[config.mk]
export PLATFORM = sky130hd
export DESIGN_NAME = smb_bridge
export DESIGN_NICKNAME = d
export VERILOG_FILES = /design/src/rtl/smb_pkg.sv /design/src/rtl/smb_fifo.sv /design/src/rtl/smb_beat_calc.sv /design/src/rtl/smb_bridge.sv
export VERILOG_INCLUDE_DIRS = /design/src /design/src/rtl
export SDC_FILE = /design/constraint.sdc
export NUM_CORES = 1
export LEC_CHECK = 0
export ABC_AREA = 0
export BUFFER_PORTS_ARGS = -buffer_cell sky130_fd_sc_hd__clkbuf_2
export CORE_MARGIN = 8
export CORE_UTILIZATION = 54
export DETAILED_ROUTE_END_ITERATION = 6
export PLACE_DENSITY_LB_ADDON = 0.3
export SETUP_SLACK_MARGIN = 0.1
export SYNTH_ARGS = -nofsm -noshare
export SYNTH_HDL_FRONTEND = slang
export SYNTH_SLANG_ARGS = --single-unit
[constraint.sdc]
create_clock -name mclk -period 5.8 [get_ports mclk]
set_input_delay 0.29 -clock mclk [delete_from_list [all_inputs] [get_ports mclk]]
set_output_delay 0.29 -clock mclk [all_outputs]
set_load 0.02 [all_outputs]
[src/rtl/smb_defs.svh]
// Constants shared by the static memory bridge design files.
`ifndef SMB_DEFS_SVH
`define SMB_DEFS_SVH

`define SMB_AXI_AW 32
`define SMB_AXI_DW 64
`define SMB_AXI_SW 8
`define SMB_AXI_IW 4
`define SMB_AXI_LW 4
`define SMB_MEM_DW 16
`define SMB_MEM_AW 14
`define SMB_MEM_BW 2
`define SMB_HALVES 4
`define SMB_ROW_HI 14
`define SMB_ROW_LO 3
`define SMB_BURST_INCR 2'h1
`define SMB_BURST_WRAP 2'h2
`define SMB_RESP_OKAY 2'h0
`define SMB_BE_BOTH 2'h3
`define SMB_FIFO_DEPTH 8
`define SMB_FIFO_WIDTH 72

`endif

[src/rtl/smb_pkg.sv]
// Types shared by the static memory bridge design files.
package smb_pkg;

	typedef enum logic [3:0] {
		SMB_ST_IDLE = 4'h0,
		SMB_ST_ACC_R = 4'h1,
		SMB_ST_RD_BEAT = 4'h2,
		SMB_ST_RD_RUN = 4'h3,
		SMB_ST_RD_OUT = 4'h4,
		SMB_ST_ACC_W = 4'h5,
		SMB_ST_WR_POP = 4'h6,
		SMB_ST_WR_RUN = 4'h7,
		SMB_ST_WR_RESP = 4'h8
	} smb_state_t;

endpackage

[src/rtl/smb_fifo.sv]
// Buffer of write beats between the bus and the memory sequencer.
`timescale 1ns/1ps
`default_nettype none
`include "smb_defs.svh"

module smb_fifo #(
	parameter int WIDTH = `SMB_FIFO_WIDTH,
	parameter int DEPTH = `SMB_FIFO_DEPTH
) (
	input wire logic mclk,
	input wire logic reset_n,
	input wire logic in_valid,
	output logic in_ready,
	input wire logic [WIDTH-1:0] in_data,
	output logic out_valid,
	input wire logic out_ready,
	output logic [WIDTH-1:0] out_data
);
	localparam int PW = $clog2(DEPTH);

	logic [WIDTH-1:0] mem [DEPTH];
	logic [PW-1:0] wr_ptr_reg, wr_ptr_next;
	logic [PW-1:0] rd_ptr_reg, rd_ptr_next;
	logic [PW:0] count_reg, count_next;
	logic in_ready_reg, in_ready_next;
	logic push, pop;

	assign in_ready = in_ready_reg;
	assign out_valid = (count_reg != '0);
	assign out_data = mem[rd_ptr_reg];

	always_comb begin
		push = in_valid && in_ready_reg;
		pop = out_valid && out_ready;
		wr_ptr_next = push ? PW'(wr_ptr_reg + 1'b1) : wr_ptr_reg;
		rd_ptr_next = pop ? PW'(rd_ptr_reg + 1'b1) : rd_ptr_reg;
		count_next = count_reg;
		if (push && !pop) begin
			count_next = (PW+1)'(count_reg + 1'b1);
		end else if (pop && !push) begin
			count_next = (PW+1)'(count_reg - 1'b1);
		end
		in_ready_next = (count_next != (PW+1)'(DEPTH));
	end

	always_ff @(posedge mclk or negedge reset_n) begin
		if (!reset_n) begin
			wr_ptr_reg <= '0;
			rd_ptr_reg <= '0;
			count_reg <= '0;
			in_ready_reg <= 1'b0;
		end else begin
			wr_ptr_reg <= wr_ptr_next;
			rd_ptr_reg <= rd_ptr_next;
			count_reg <= count_next;
			in_ready_reg <= in_ready_next;
		end
	end

	always_ff @(posedge mclk) begin
		if (push) begin
			mem[wr_ptr_reg] <= in_data;
		end
	end

endmodule
`default_nettype wire

[src/rtl/smb_beat_calc.sv]
// Byte lanes of the current beat and the address of the next beat of a burst.
`timescale 1ns/1ps
`default_nettype none
`include "smb_defs.svh"

module smb_beat_calc (
	input wire logic [`SMB_AXI_AW-1:0] addr,
	input wire logic [2:0] size,
	input wire logic [1:0] burst,
	input wire logic [`SMB_AXI_LW-1:0] len,
	output logic [`SMB_AXI_SW-1:0] lane_mask,
	output logic [`SMB_AXI_AW-1:0] next_addr
);
	logic [3:0] bytes4, lo, hi;
	logic [`SMB_AXI_AW-1:0] bytes32, aligned, incr, wmask;

	always_comb begin
		bytes4 = 4'h1 << size;
		lo = {1'b0, addr[2:0]};
		hi = 4'({1'b0, addr[2:0] & ~3'(bytes4 - 4'h1)} + bytes4 - 4'h1);
		bytes32 = 32'h1 << size;
		aligned = addr & ~(bytes32 - 32'h1);
		incr = aligned + bytes32;
		wmask = (({28'h0, len} + 32'h1) << size) - 32'h1;
		if (burst == `SMB_BURST_WRAP) begin
			next_addr = (aligned & ~wmask) | (incr & wmask);
		end else begin
			next_addr = incr;
		end
	end

	for (genvar i = 0; i < `SMB_AXI_SW; i++) begin : g_lane
		assign lane_mask[i] = (4'(i) >= lo) && (4'(i) <= hi);
	end

endmodule
`default_nettype wire

[src/rtl/smb_bridge.sv]
// Static memory bridge: AXI slave that runs 16-bit cycles on an on-chip SRAM.
// Overview of operation
// - Core logic is built to close timing at up to 200 MHz.
// - Read and write responses always report OKAY, never an error.
// - Bus side and core side are decoupled so commands and data pass safely.
// - AXI read and write data buses are 64 bits wide.
// - The memory data path is 16 bits wide.
// - The memory address is 14 bits wide.
// - Incrementing and wrapping bursts are handled; masters never issue fixed bursts.
// - Bursts of 1 to 16 beats are accepted.
// - Narrow and unaligned reads return only the addressed byte lanes; write byte lanes follow the write strobes.
// - Any IDs are accepted; transactions complete in acceptance order.
// - No low-power clock handshake channel exists.
// - Per-byte memory write enables follow the AXI write strobes.
// - Read data is captured only while the memory flags it valid.
// - While write hold is high the write command stays stable.
// - While read hold is high the read command stays stable.
// - Each transaction becomes a sequence of memory command cycles.
// - Read data returns with handshake, last marking and the transaction ID.
`timescale 1ns/1ps
`default_nettype none
`include "smb_defs.svh"

module smb_bridge
	import smb_pkg::*;
(
	input wire logic mclk,
	input wire logic reset_n,
	input wire logic [`SMB_AXI_IW-1:0] awid,
	input wire logic [`SMB_AXI_AW-1:0] awaddr,
	input wire logic [`SMB_AXI_LW-1:0] awlen,
	input wire logic [2:0] awsize,
	input wire logic [1:0] awburst,
	input wire logic awvalid,
	output logic awready,
	input wire logic [`SMB_AXI_DW-1:0] wdata,
	input wire logic [`SMB_AXI_SW-1:0] wstrb,
	input wire logic wlast,
	input wire logic wvalid,
	output logic wready,
	output logic [`SMB_AXI_IW-1:0] bid,
	output logic [1:0] bresp,
	output logic bvalid,
	input wire logic bready,
	input wire logic [`SMB_AXI_IW-1:0] arid,
	input wire logic [`SMB_AXI_AW-1:0] araddr,
	input wire logic [`SMB_AXI_LW-1:0] arlen,
	input wire logic [2:0] arsize,
	input wire logic [1:0] arburst,
	input wire logic arvalid,
	output logic arready,
	output logic [`SMB_AXI_IW-1:0] rid,
	output logic [`SMB_AXI_DW-1:0] rdata,
	output logic [1:0] rresp,
	output logic rlast,
	output logic rvalid,
	input wire logic rready,
	output logic sram_cs,
	output logic sram_we,
	output logic [`SMB_MEM_AW-1:0] sram_addr,
	output logic [`SMB_MEM_DW-1:0] sram_wdata,
	output logic [`SMB_MEM_BW-1:0] sram_be,
	input wire logic [`SMB_MEM_DW-1:0] sram_rdata,
	input wire logic sram_rdata_valid,
	input wire logic sram_whold,
	input wire logic sram_rhold
);

	function automatic logic [3:0] half_mask(input logic [`SMB_AXI_SW-1:0] bm);
		logic [3:0] hm;
		hm = '0;
		for (int k = 0; k < `SMB_HALVES; k++) begin
			hm[k] = |bm[k*`SMB_MEM_BW +: `SMB_MEM_BW];
		end
		return hm;
	endfunction

	function automatic logic [1:0] lowest_half(input logic [3:0] hm);
		logic [1:0] k;
		k = '0;
		for (int i = `SMB_HALVES - 1; i >= 0; i--) begin
			if (hm[i]) begin
				k = 2'(i);
			end
		end
		return k;
	endfunction

	function automatic logic [`SMB_AXI_DW-1:0] lane_bits(input logic [`SMB_AXI_SW-1:0] bm);
		logic [`SMB_AXI_DW-1:0] m;
		m = '0;
		for (int k = 0; k < `SMB_AXI_SW; k++) begin
			m[k*(`SMB_AXI_DW / `SMB_AXI_SW) +: (`SMB_AXI_DW / `SMB_AXI_SW)] = {(`SMB_AXI_DW / `SMB_AXI_SW){bm[k]}};
		end
		return m;
	endfunction

	smb_state_t state_reg, state_next;
	logic [`SMB_AXI_IW-1:0] id_reg, id_next, bid_reg, bid_next, rid_reg, rid_next;
	logic [`SMB_AXI_AW-1:0] addr_reg, addr_next, next_addr;
	logic [2:0] size_reg, size_next;
	logic [1:0] burst_reg, burst_next, issue_k, fill_k;
	logic [`SMB_AXI_LW-1:0] len_reg, len_next, beat_reg, beat_next;
	logic [3:0] hmask_reg, hmask_next, fill_reg, fill_next;
	logic [`SMB_AXI_SW-1:0] bmask_reg, bmask_next, lane_mask;
	logic [`SMB_AXI_DW-1:0] wbeat_reg, wbeat_next, rbuf_reg, rbuf_next, rdata_reg, rdata_next;
	logic cmd_v_reg, cmd_v_next, cmd_we_reg, cmd_we_next;
	logic [`SMB_MEM_AW-1:0] cmd_addr_reg, cmd_addr_next;
	logic [`SMB_MEM_DW-1:0] cmd_wdata_reg, cmd_wdata_next;
	logic [`SMB_MEM_BW-1:0] cmd_be_reg, cmd_be_next;
	logic awready_reg, awready_next, arready_reg, arready_next;
	logic bvalid_reg, bvalid_next, rvalid_reg, rvalid_next, rlast_reg, rlast_next;
	logic cmd_taken, can_load, last_beat;
	logic fifo_out_valid, fifo_pop;
	logic [`SMB_FIFO_WIDTH-1:0] fifo_out_data;

	// Write beats are buffered so the bus side waits on memory cycles only once all 8 entries are full.
	smb_fifo #(
		.WIDTH(`SMB_FIFO_WIDTH),
		.DEPTH(`SMB_FIFO_DEPTH)
	) u_wfifo (
		.mclk(mclk),
		.reset_n(reset_n),
		.in_valid(wvalid),
		.in_ready(wready),
		.in_data({wstrb, wdata}),
		.out_valid(fifo_out_valid),
		.out_ready(fifo_pop),
		.out_data(fifo_out_data)
	);

	smb_beat_calc u_calc (
		.addr(addr_reg),
		.size(size_reg),
		.burst(burst_reg),
		.len(len_reg),
		.lane_mask(lane_mask),
		.next_addr(next_addr)
	);

	always_comb begin
		state_next = state_reg;
		id_next = id_reg;
		addr_next = addr_reg;
		size_next = size_reg;
		burst_next = burst_reg;
		len_next = len_reg;
		beat_next = beat_reg;
		hmask_next = hmask_reg;
		fill_next = fill_reg;
		bmask_next = bmask_reg;
		wbeat_next = wbeat_reg;
		rbuf_next = rbuf_reg;
		cmd_v_next = cmd_v_reg;
		cmd_we_next = cmd_we_reg;
		cmd_addr_next = cmd_addr_reg;
		cmd_wdata_next = cmd_wdata_reg;
		cmd_be_next = cmd_be_reg;
		awready_next = awready_reg;
		arready_next = arready_reg;
		bvalid_next = bvalid_reg;
		bid_next = bid_reg;
		rvalid_next = rvalid_reg;
		rlast_next = rlast_reg;
		rid_next = rid_reg;
		rdata_next = rdata_reg;
		fifo_pop = 1'b0;
		issue_k = lowest_half(hmask_reg);
		fill_k = lowest_half(fill_reg);
		last_beat = (beat_reg == len_reg);
		cmd_taken = cmd_v_reg && !(cmd_we_reg ? sram_whold : sram_rhold);
		can_load = !cmd_v_reg || cmd_taken;
		if (cmd_taken) begin
			cmd_v_next = 1'b0;
		end
		unique case (state_reg)
			SMB_ST_IDLE: begin
				// One transaction at a time keeps completion in acceptance order.
				if (arvalid) begin
					arready_next = 1'b1;
					state_next = SMB_ST_ACC_R;
				end else if (awvalid) begin
					awready_next = 1'b1;
					state_next = SMB_ST_ACC_W;
				end
			end
			SMB_ST_ACC_R: begin
				arready_next = 1'b0;
				id_next = arid;
				addr_next = araddr;
				size_next = arsize;
				burst_next = arburst;
				len_next = arlen;
				beat_next = '0;
				state_next = SMB_ST_RD_BEAT;
			end
			SMB_ST_RD_BEAT: begin
				hmask_next = half_mask(lane_mask);
				fill_next = half_mask(lane_mask);
				rbuf_next = '0;
				state_next = SMB_ST_RD_RUN;
			end
			SMB_ST_RD_RUN: begin
				if (can_load && (hmask_reg != '0)) begin
					cmd_v_next = 1'b1;
					cmd_we_next = 1'b0;
					cmd_addr_next = {addr_reg[`SMB_ROW_HI:`SMB_ROW_LO], issue_k};
					cmd_be_next = `SMB_BE_BOTH;
					hmask_next = hmask_reg & ~(4'h1 << issue_k);
				end
				if (sram_rdata_valid && (fill_reg != '0)) begin
					rbuf_next[fill_k*`SMB_MEM_DW +: `SMB_MEM_DW] = sram_rdata;
					fill_next = fill_reg & ~(4'h1 << fill_k);
				end
				if ((fill_reg == '0) && !cmd_v_reg) begin
					rvalid_next = 1'b1;
					rdata_next = rbuf_reg & lane_bits(lane_mask);
					rid_next = id_reg;
					rlast_next = last_beat;
					state_next = SMB_ST_RD_OUT;
				end
			end
			SMB_ST_RD_OUT: begin
				if (rready) begin
					rvalid_next = 1'b0;
					if (rlast_reg) begin
						state_next = SMB_ST_IDLE;
					end else begin
						addr_next = next_addr;
						beat_next = `SMB_AXI_LW'(beat_reg + 1'b1);
						state_next = SMB_ST_RD_BEAT;
					end
				end
			end
			SMB_ST_ACC_W: begin
				awready_next = 1'b0;
				id_next = awid;
				addr_next = awaddr;
				size_next = awsize;
				burst_next = awburst;
				len_next = awlen;
				beat_next = '0;
				state_next = SMB_ST_WR_POP;
			end
			SMB_ST_WR_POP: begin
				// Beats are taken in arrival order, relying on non-interleaved write data.
				fifo_pop = fifo_out_valid;
				if (fifo_out_valid) begin
					bmask_next = fifo_out_data[`SMB_FIFO_WIDTH-1 -: `SMB_AXI_SW];
					wbeat_next = fifo_out_data[`SMB_AXI_DW-1:0];
					hmask_next = half_mask(fifo_out_data[`SMB_FIFO_WIDTH-1 -: `SMB_AXI_SW]);
					state_next = SMB_ST_WR_RUN;
				end
			end
			SMB_ST_WR_RUN: begin
				if (can_load && (hmask_reg != '0)) begin
					cmd_v_next = 1'b1;
					cmd_we_next = 1'b1;
					cmd_addr_next = {addr_reg[`SMB_ROW_HI:`SMB_ROW_LO], issue_k};
					cmd_wdata_next = wbeat_reg[issue_k*`SMB_MEM_DW +: `SMB_MEM_DW];
					cmd_be_next = bmask_reg[issue_k*`SMB_MEM_BW +: `SMB_MEM_BW];
					hmask_next = hmask_reg & ~(4'h1 << issue_k);
				end else if (can_load && (hmask_reg == '0)) begin
					if (last_beat) begin
						bvalid_next = 1'b1;
						bid_next = id_reg;
						state_next = SMB_ST_WR_RESP;
					end else begin
						addr_next = next_addr;
						beat_next = `SMB_AXI_LW'(beat_reg + 1'b1);
						state_next = SMB_ST_WR_POP;
					end
				end
			end
			SMB_ST_WR_RESP: begin
				if (bready) begin
					bvalid_next = 1'b0;
					state_next = SMB_ST_IDLE;
				end
			end
			default: begin
				state_next = SMB_ST_IDLE;
			end
		endcase
	end

	always_ff @(posedge mclk or negedge reset_n) begin
		if (!reset_n) begin
			state_reg <= SMB_ST_IDLE;
			burst_reg <= `SMB_BURST_INCR;
			{id_reg, addr_reg, size_reg, len_reg, beat_reg, hmask_reg, fill_reg, bmask_reg} <= '0;
			{wbeat_reg, rbuf_reg, cmd_v_reg, cmd_we_reg, cmd_addr_reg, cmd_wdata_reg, cmd_be_reg} <= '0;
			{awready_reg, arready_reg, bvalid_reg, bid_reg, rvalid_reg, rlast_reg, rid_reg, rdata_reg} <= '0;
		end else begin
			state_reg <= state_next;
			{id_reg, addr_reg, size_reg, burst_reg} <= {id_next, addr_next, size_next, burst_next};
			{len_reg, beat_reg, hmask_reg, fill_reg} <= {len_next, beat_next, hmask_next, fill_next};
			{bmask_reg, wbeat_reg, rbuf_reg, cmd_v_reg} <= {bmask_next, wbeat_next, rbuf_next, cmd_v_next};
			{cmd_we_reg, cmd_addr_reg, cmd_wdata_reg, cmd_be_reg} <= {cmd_we_next, cmd_addr_next, cmd_wdata_next, cmd_be_next};
			{awready_reg, arready_reg, bvalid_reg, bid_reg} <= {awready_next, arready_next, bvalid_next, bid_next};
			{rvalid_reg, rlast_reg, rid_reg, rdata_reg} <= {rvalid_next, rlast_next, rid_next, rdata_next};
		end
	end

	// Every flop-to-flop path is a single state step, kept short for a fast core clock.
	assign awready = awready_reg;
	assign arready = arready_reg;
	assign bvalid = bvalid_reg;
	assign bid = bid_reg;
	assign bresp = `SMB_RESP_OKAY;
	assign rresp = `SMB_RESP_OKAY;
	assign rvalid = rvalid_reg;
	assign rlast = rlast_reg;
	assign rid = rid_reg;
	assign rdata = rdata_reg;
	// No clock low-power handshake is provided.
	assign sram_cs = cmd_v_reg;
	assign sram_we = cmd_we_reg;
	assign sram_addr = cmd_addr_reg;
	assign sram_wdata = cmd_wdata_reg;
	assign sram_be = cmd_be_reg;

endmodule
`default_nettype wire

==> impl_metrics.tcl <==
set metrics [dict create \
    critical_path_required_ps 6360 \
    drive_above_1_share_pct 23.5 \
    utilization_pct 64.3 \
    num_io_pins 305 \
    multiInputGateArea_um2 10100 \
    post_cts_clock_slew_at_the_launch_and_capture_registers_of_the_worst_setup_and_hold_paths_ps 60 \
    die_area_um2 74200 \
    cts-buffers-inserted 87 \
    htree_num_levels 3 \
    dr_wl_met3_mm 6.33 \
    layout.cell_area.non_filler_um2 42000 \
    setup-tns-final_ps 0 \
    yosysSeqAreaShare_pct 70.0 \
    gr-usage-all-layers_pct 23.0 \
    report.final.slew_viol_count 0 \
    top_register "u_wfifo.mem" \
    post_drt_via_cell_ratio 5.97 \
    clock_insertion_delay_at_the_later_pin_of_the_skew_report_ps 650 \
    synth_seq_cells 878 \
    synth_warnings 0 \
    drt-pass1-iter-count 6 \
    globalRouteOverflowTotal 0 \
    pre_cts_slack_ps 1990 \
    cts_root_buffer "clkbuf_16" \
    power.density_nw_per_um2 516 \
    synthArstFlopShare_pct 34.4 \
    setup.worst_path.end_class "flip-flop" \
    period_minus_slack_ps 3870 \
    slew_headroom_pct 15.3 \
    dp.cells 3332 \
    floorplan.rows 94 \
    route.met2.wl_mm 44.0 \
    finalWorstSetupSlack_ps 1930 \
    drc 0 \
    detailed_place_hpwl_mm 52.2 \
    via_count 21600 \
    design.final.nets 2891 \
    setup_slack_of_the_worst_register_to_register_path_ps 1930 \
    final.fill_count 4642 \
    synth.cell_area_um2 35500 \
    post_route_antenna_net_violation_count 0 \
    fp.coreArea_um2 65400 \
    gate_count_after_technology_mapping 2295 \
    antenna_found_initial 8 \
    netlist_top_cells_count "edfxtp_1 (576), dfrtp_1 (301), nand2_1 (219), nor2_1 (166), mux4_2 (144)" \
    die_h_um 272 \
    post_cts_resized 0 \
    grt_setup_unrepaired "no" \
    grt_max_degree 163 \
    synth_enable_flop_cells 576 \
    crit_arrival_ps 4430 \
    cts.sink_count 878 \
    path_class "reg -> reg" \
    fin_crit_sh_pct 66.7 \
    crit_path_max_fanout 20 \
    detailedRoute.firstIterationViolations 2016 \
    dr.max_layer_used "met5" \
    synthDominantAreaCellType "edfxtp_1" \
    clk_path_buf_depth 3 \
    avgRoutedWirePerCell_um 23.9 \
    number_of_standard_cells_in_the_final_layout_excluding_fillers 3625 \
    cell_count_of_the_worst_reg_to_reg_path 11 \
    cts_tree "built" \
    synth_most_common_cell "edfxtp_1" \
    areaGrowthSynthToFinish_pct 18.3 \
    wl_met1_mm 34.5 \
    crit-reg2reg-capture "rdata[18]" \
    wire_length_of_the_first_global_routing_pass_mm 133 \
    whs_ps 29.6 \
    ys.flop_type "edfxtp_1" \
    avgSynthCellArea_um2 15.5 \
    io_buffer_count 265 \
    worstHoldPathType "in -> reg" \
    max_slew.worst_pin.slew_ps 1260 \
    synth_top_area_share_pct 48.7 \
    holdCritStartpoint "araddr[7]" \
    flip_flop_count_of_the_largest_register_all_copies_and_words_added 576 \
    synth_area_leaders "edfxtp_1 (49%), dfrtp_1 (21%), mux4_2 (9.1%)" \
    cap_violations 0 \
    wl_mm 86.5 \
    clock-skew-final_ps 31.8 \
    worst_setup_path_start_kind "flip-flop" \
    p_leak_nw 15.9 \
    fin_total_pwr_mw 21.7 \
    setup_viol_count_final 0 \
    r2r-start "size_reg[1]" \
    final_report_hold_violation_count 0 \
    start_util_pct 54.3 \
    post_synth_num_cell_types 74 \
    grt_pass1_vias 22400 \
    worst_hold_path.endpoint "addr_reg[7]" \
    place_area_um2 37900 \
    worstHoldPathCells 4 \
    power.ir.vdd_worst_uv 446 \
    die-width_um 272 \
    seq_area_um2 24900 \
    status "finished clean" \
    fmax_mhz 259 \
    routabilityCongestion 0.893 \
]
==> routing by layer <==
metal | GRT usage, % | up-vias
met5 | 0 | -
met2 | 39.5 | 836
met3 | 4.38 | 131
met4 | 6.29 | 4
li1 | - | 9619
met1 | 30.1 | 11100
==> worst max-delay path by stage <==
stage,slack (ps),end,from
floorplan,1250,u_wfifo.mem[2][0],u_wfifo.in_ready
detailed placement,1990,rdata[21],size_reg[1]
global placement,2090,rdata[19],size_reg[1]
finish,1930,rdata[18],size_reg[1]
global route,1630,rdata[17],size_reg[1]
CTS,1940,rdata[18],size_reg[1]
==> placed cells by master (no fill, tap or decap), types with 11 or more instances in the layout <==
cell,instances
edfxtp_1,576
dfrtp_1,298
clkbuf_2,264
nand2_1,219
nor2_1,155
mux4_2,144
dlygate4sd3_1,126
a21oi_1,119
o21ai_0,107
clkbuf_16,88
mux2i_1,74
a22o_1,58
mux2_2,41
inv_1,35
buf_4,34
a222oi_1,29
nand3_1,25
clkbuf_1,25
ha_1,18
nor3_1,17
nand2b_1,15
xnor2_1,14
a22oi_1,14
clkinv_2,14
nor2b_1,11
and3_1,11
==> worst max-delay path: stages, from the launching register on <==
cell and delay, ps:
dfrtp_1 600, nor2_1 470, nand2_1 180, inv_1 150, ha_1 160, inv_1 50
fa_1 370, xnor2_1 210, nand2_1 180, o21ai_0 220, a211oi_1 930, a22o_1 250
==> layout make-up <==
type | instances | area share (%)
inverter | 35 | 0.312
multi-input combinational | 1252 | 24.1
antenna | 5 | 0.0298
clock buffer | 122 | 5.76
sequential | 878 | 59.1
clock inverter | 40 | 1.11
timing repair buffer | 429 | 6.98
tap | 864 | 2.57
==> power breakdown <==
| part | switching (mW) | total [mW] | internal [mW] |
|---|---|---|---|
| clock | 2.39 | 5.60 | 3.22 |
| sequential | 1.01 | 9.01 | 8.00 |
| combinational | 4.15 | 7.08 | 2.94 |
| total | 7.54 | 21.7 | 14.2 |
==> logic make-up (layout without fill, tap and decap cells) <==
| group | after synthesis | after routing | synth area share (%) |
|---|---|---|---|
| other | 1 | 9 | 0.0106 |
| and+or+nand+nor | 519 | 519 | 6.42 |
| buffers and inverters | 168 | 626 | 1.86 |
| DFF | 878 | 878 | 70.0 |
| muxes | 259 | 259 | 12.5 |
| AOI/OAI and AO/OA | 428 | 428 | 7.97 |
| adders and majority gates | 19 | 19 | 0.690 |
| xor gates and xnor gates | 23 | 23 | 0.567 |
==> repair_timing <==
item	CTS	global route
hold buffers	126	0
setup buffers	0	0
endpoints found under the hold margin	733	0
Note: power is estimated with default switching activity, not from simulation.
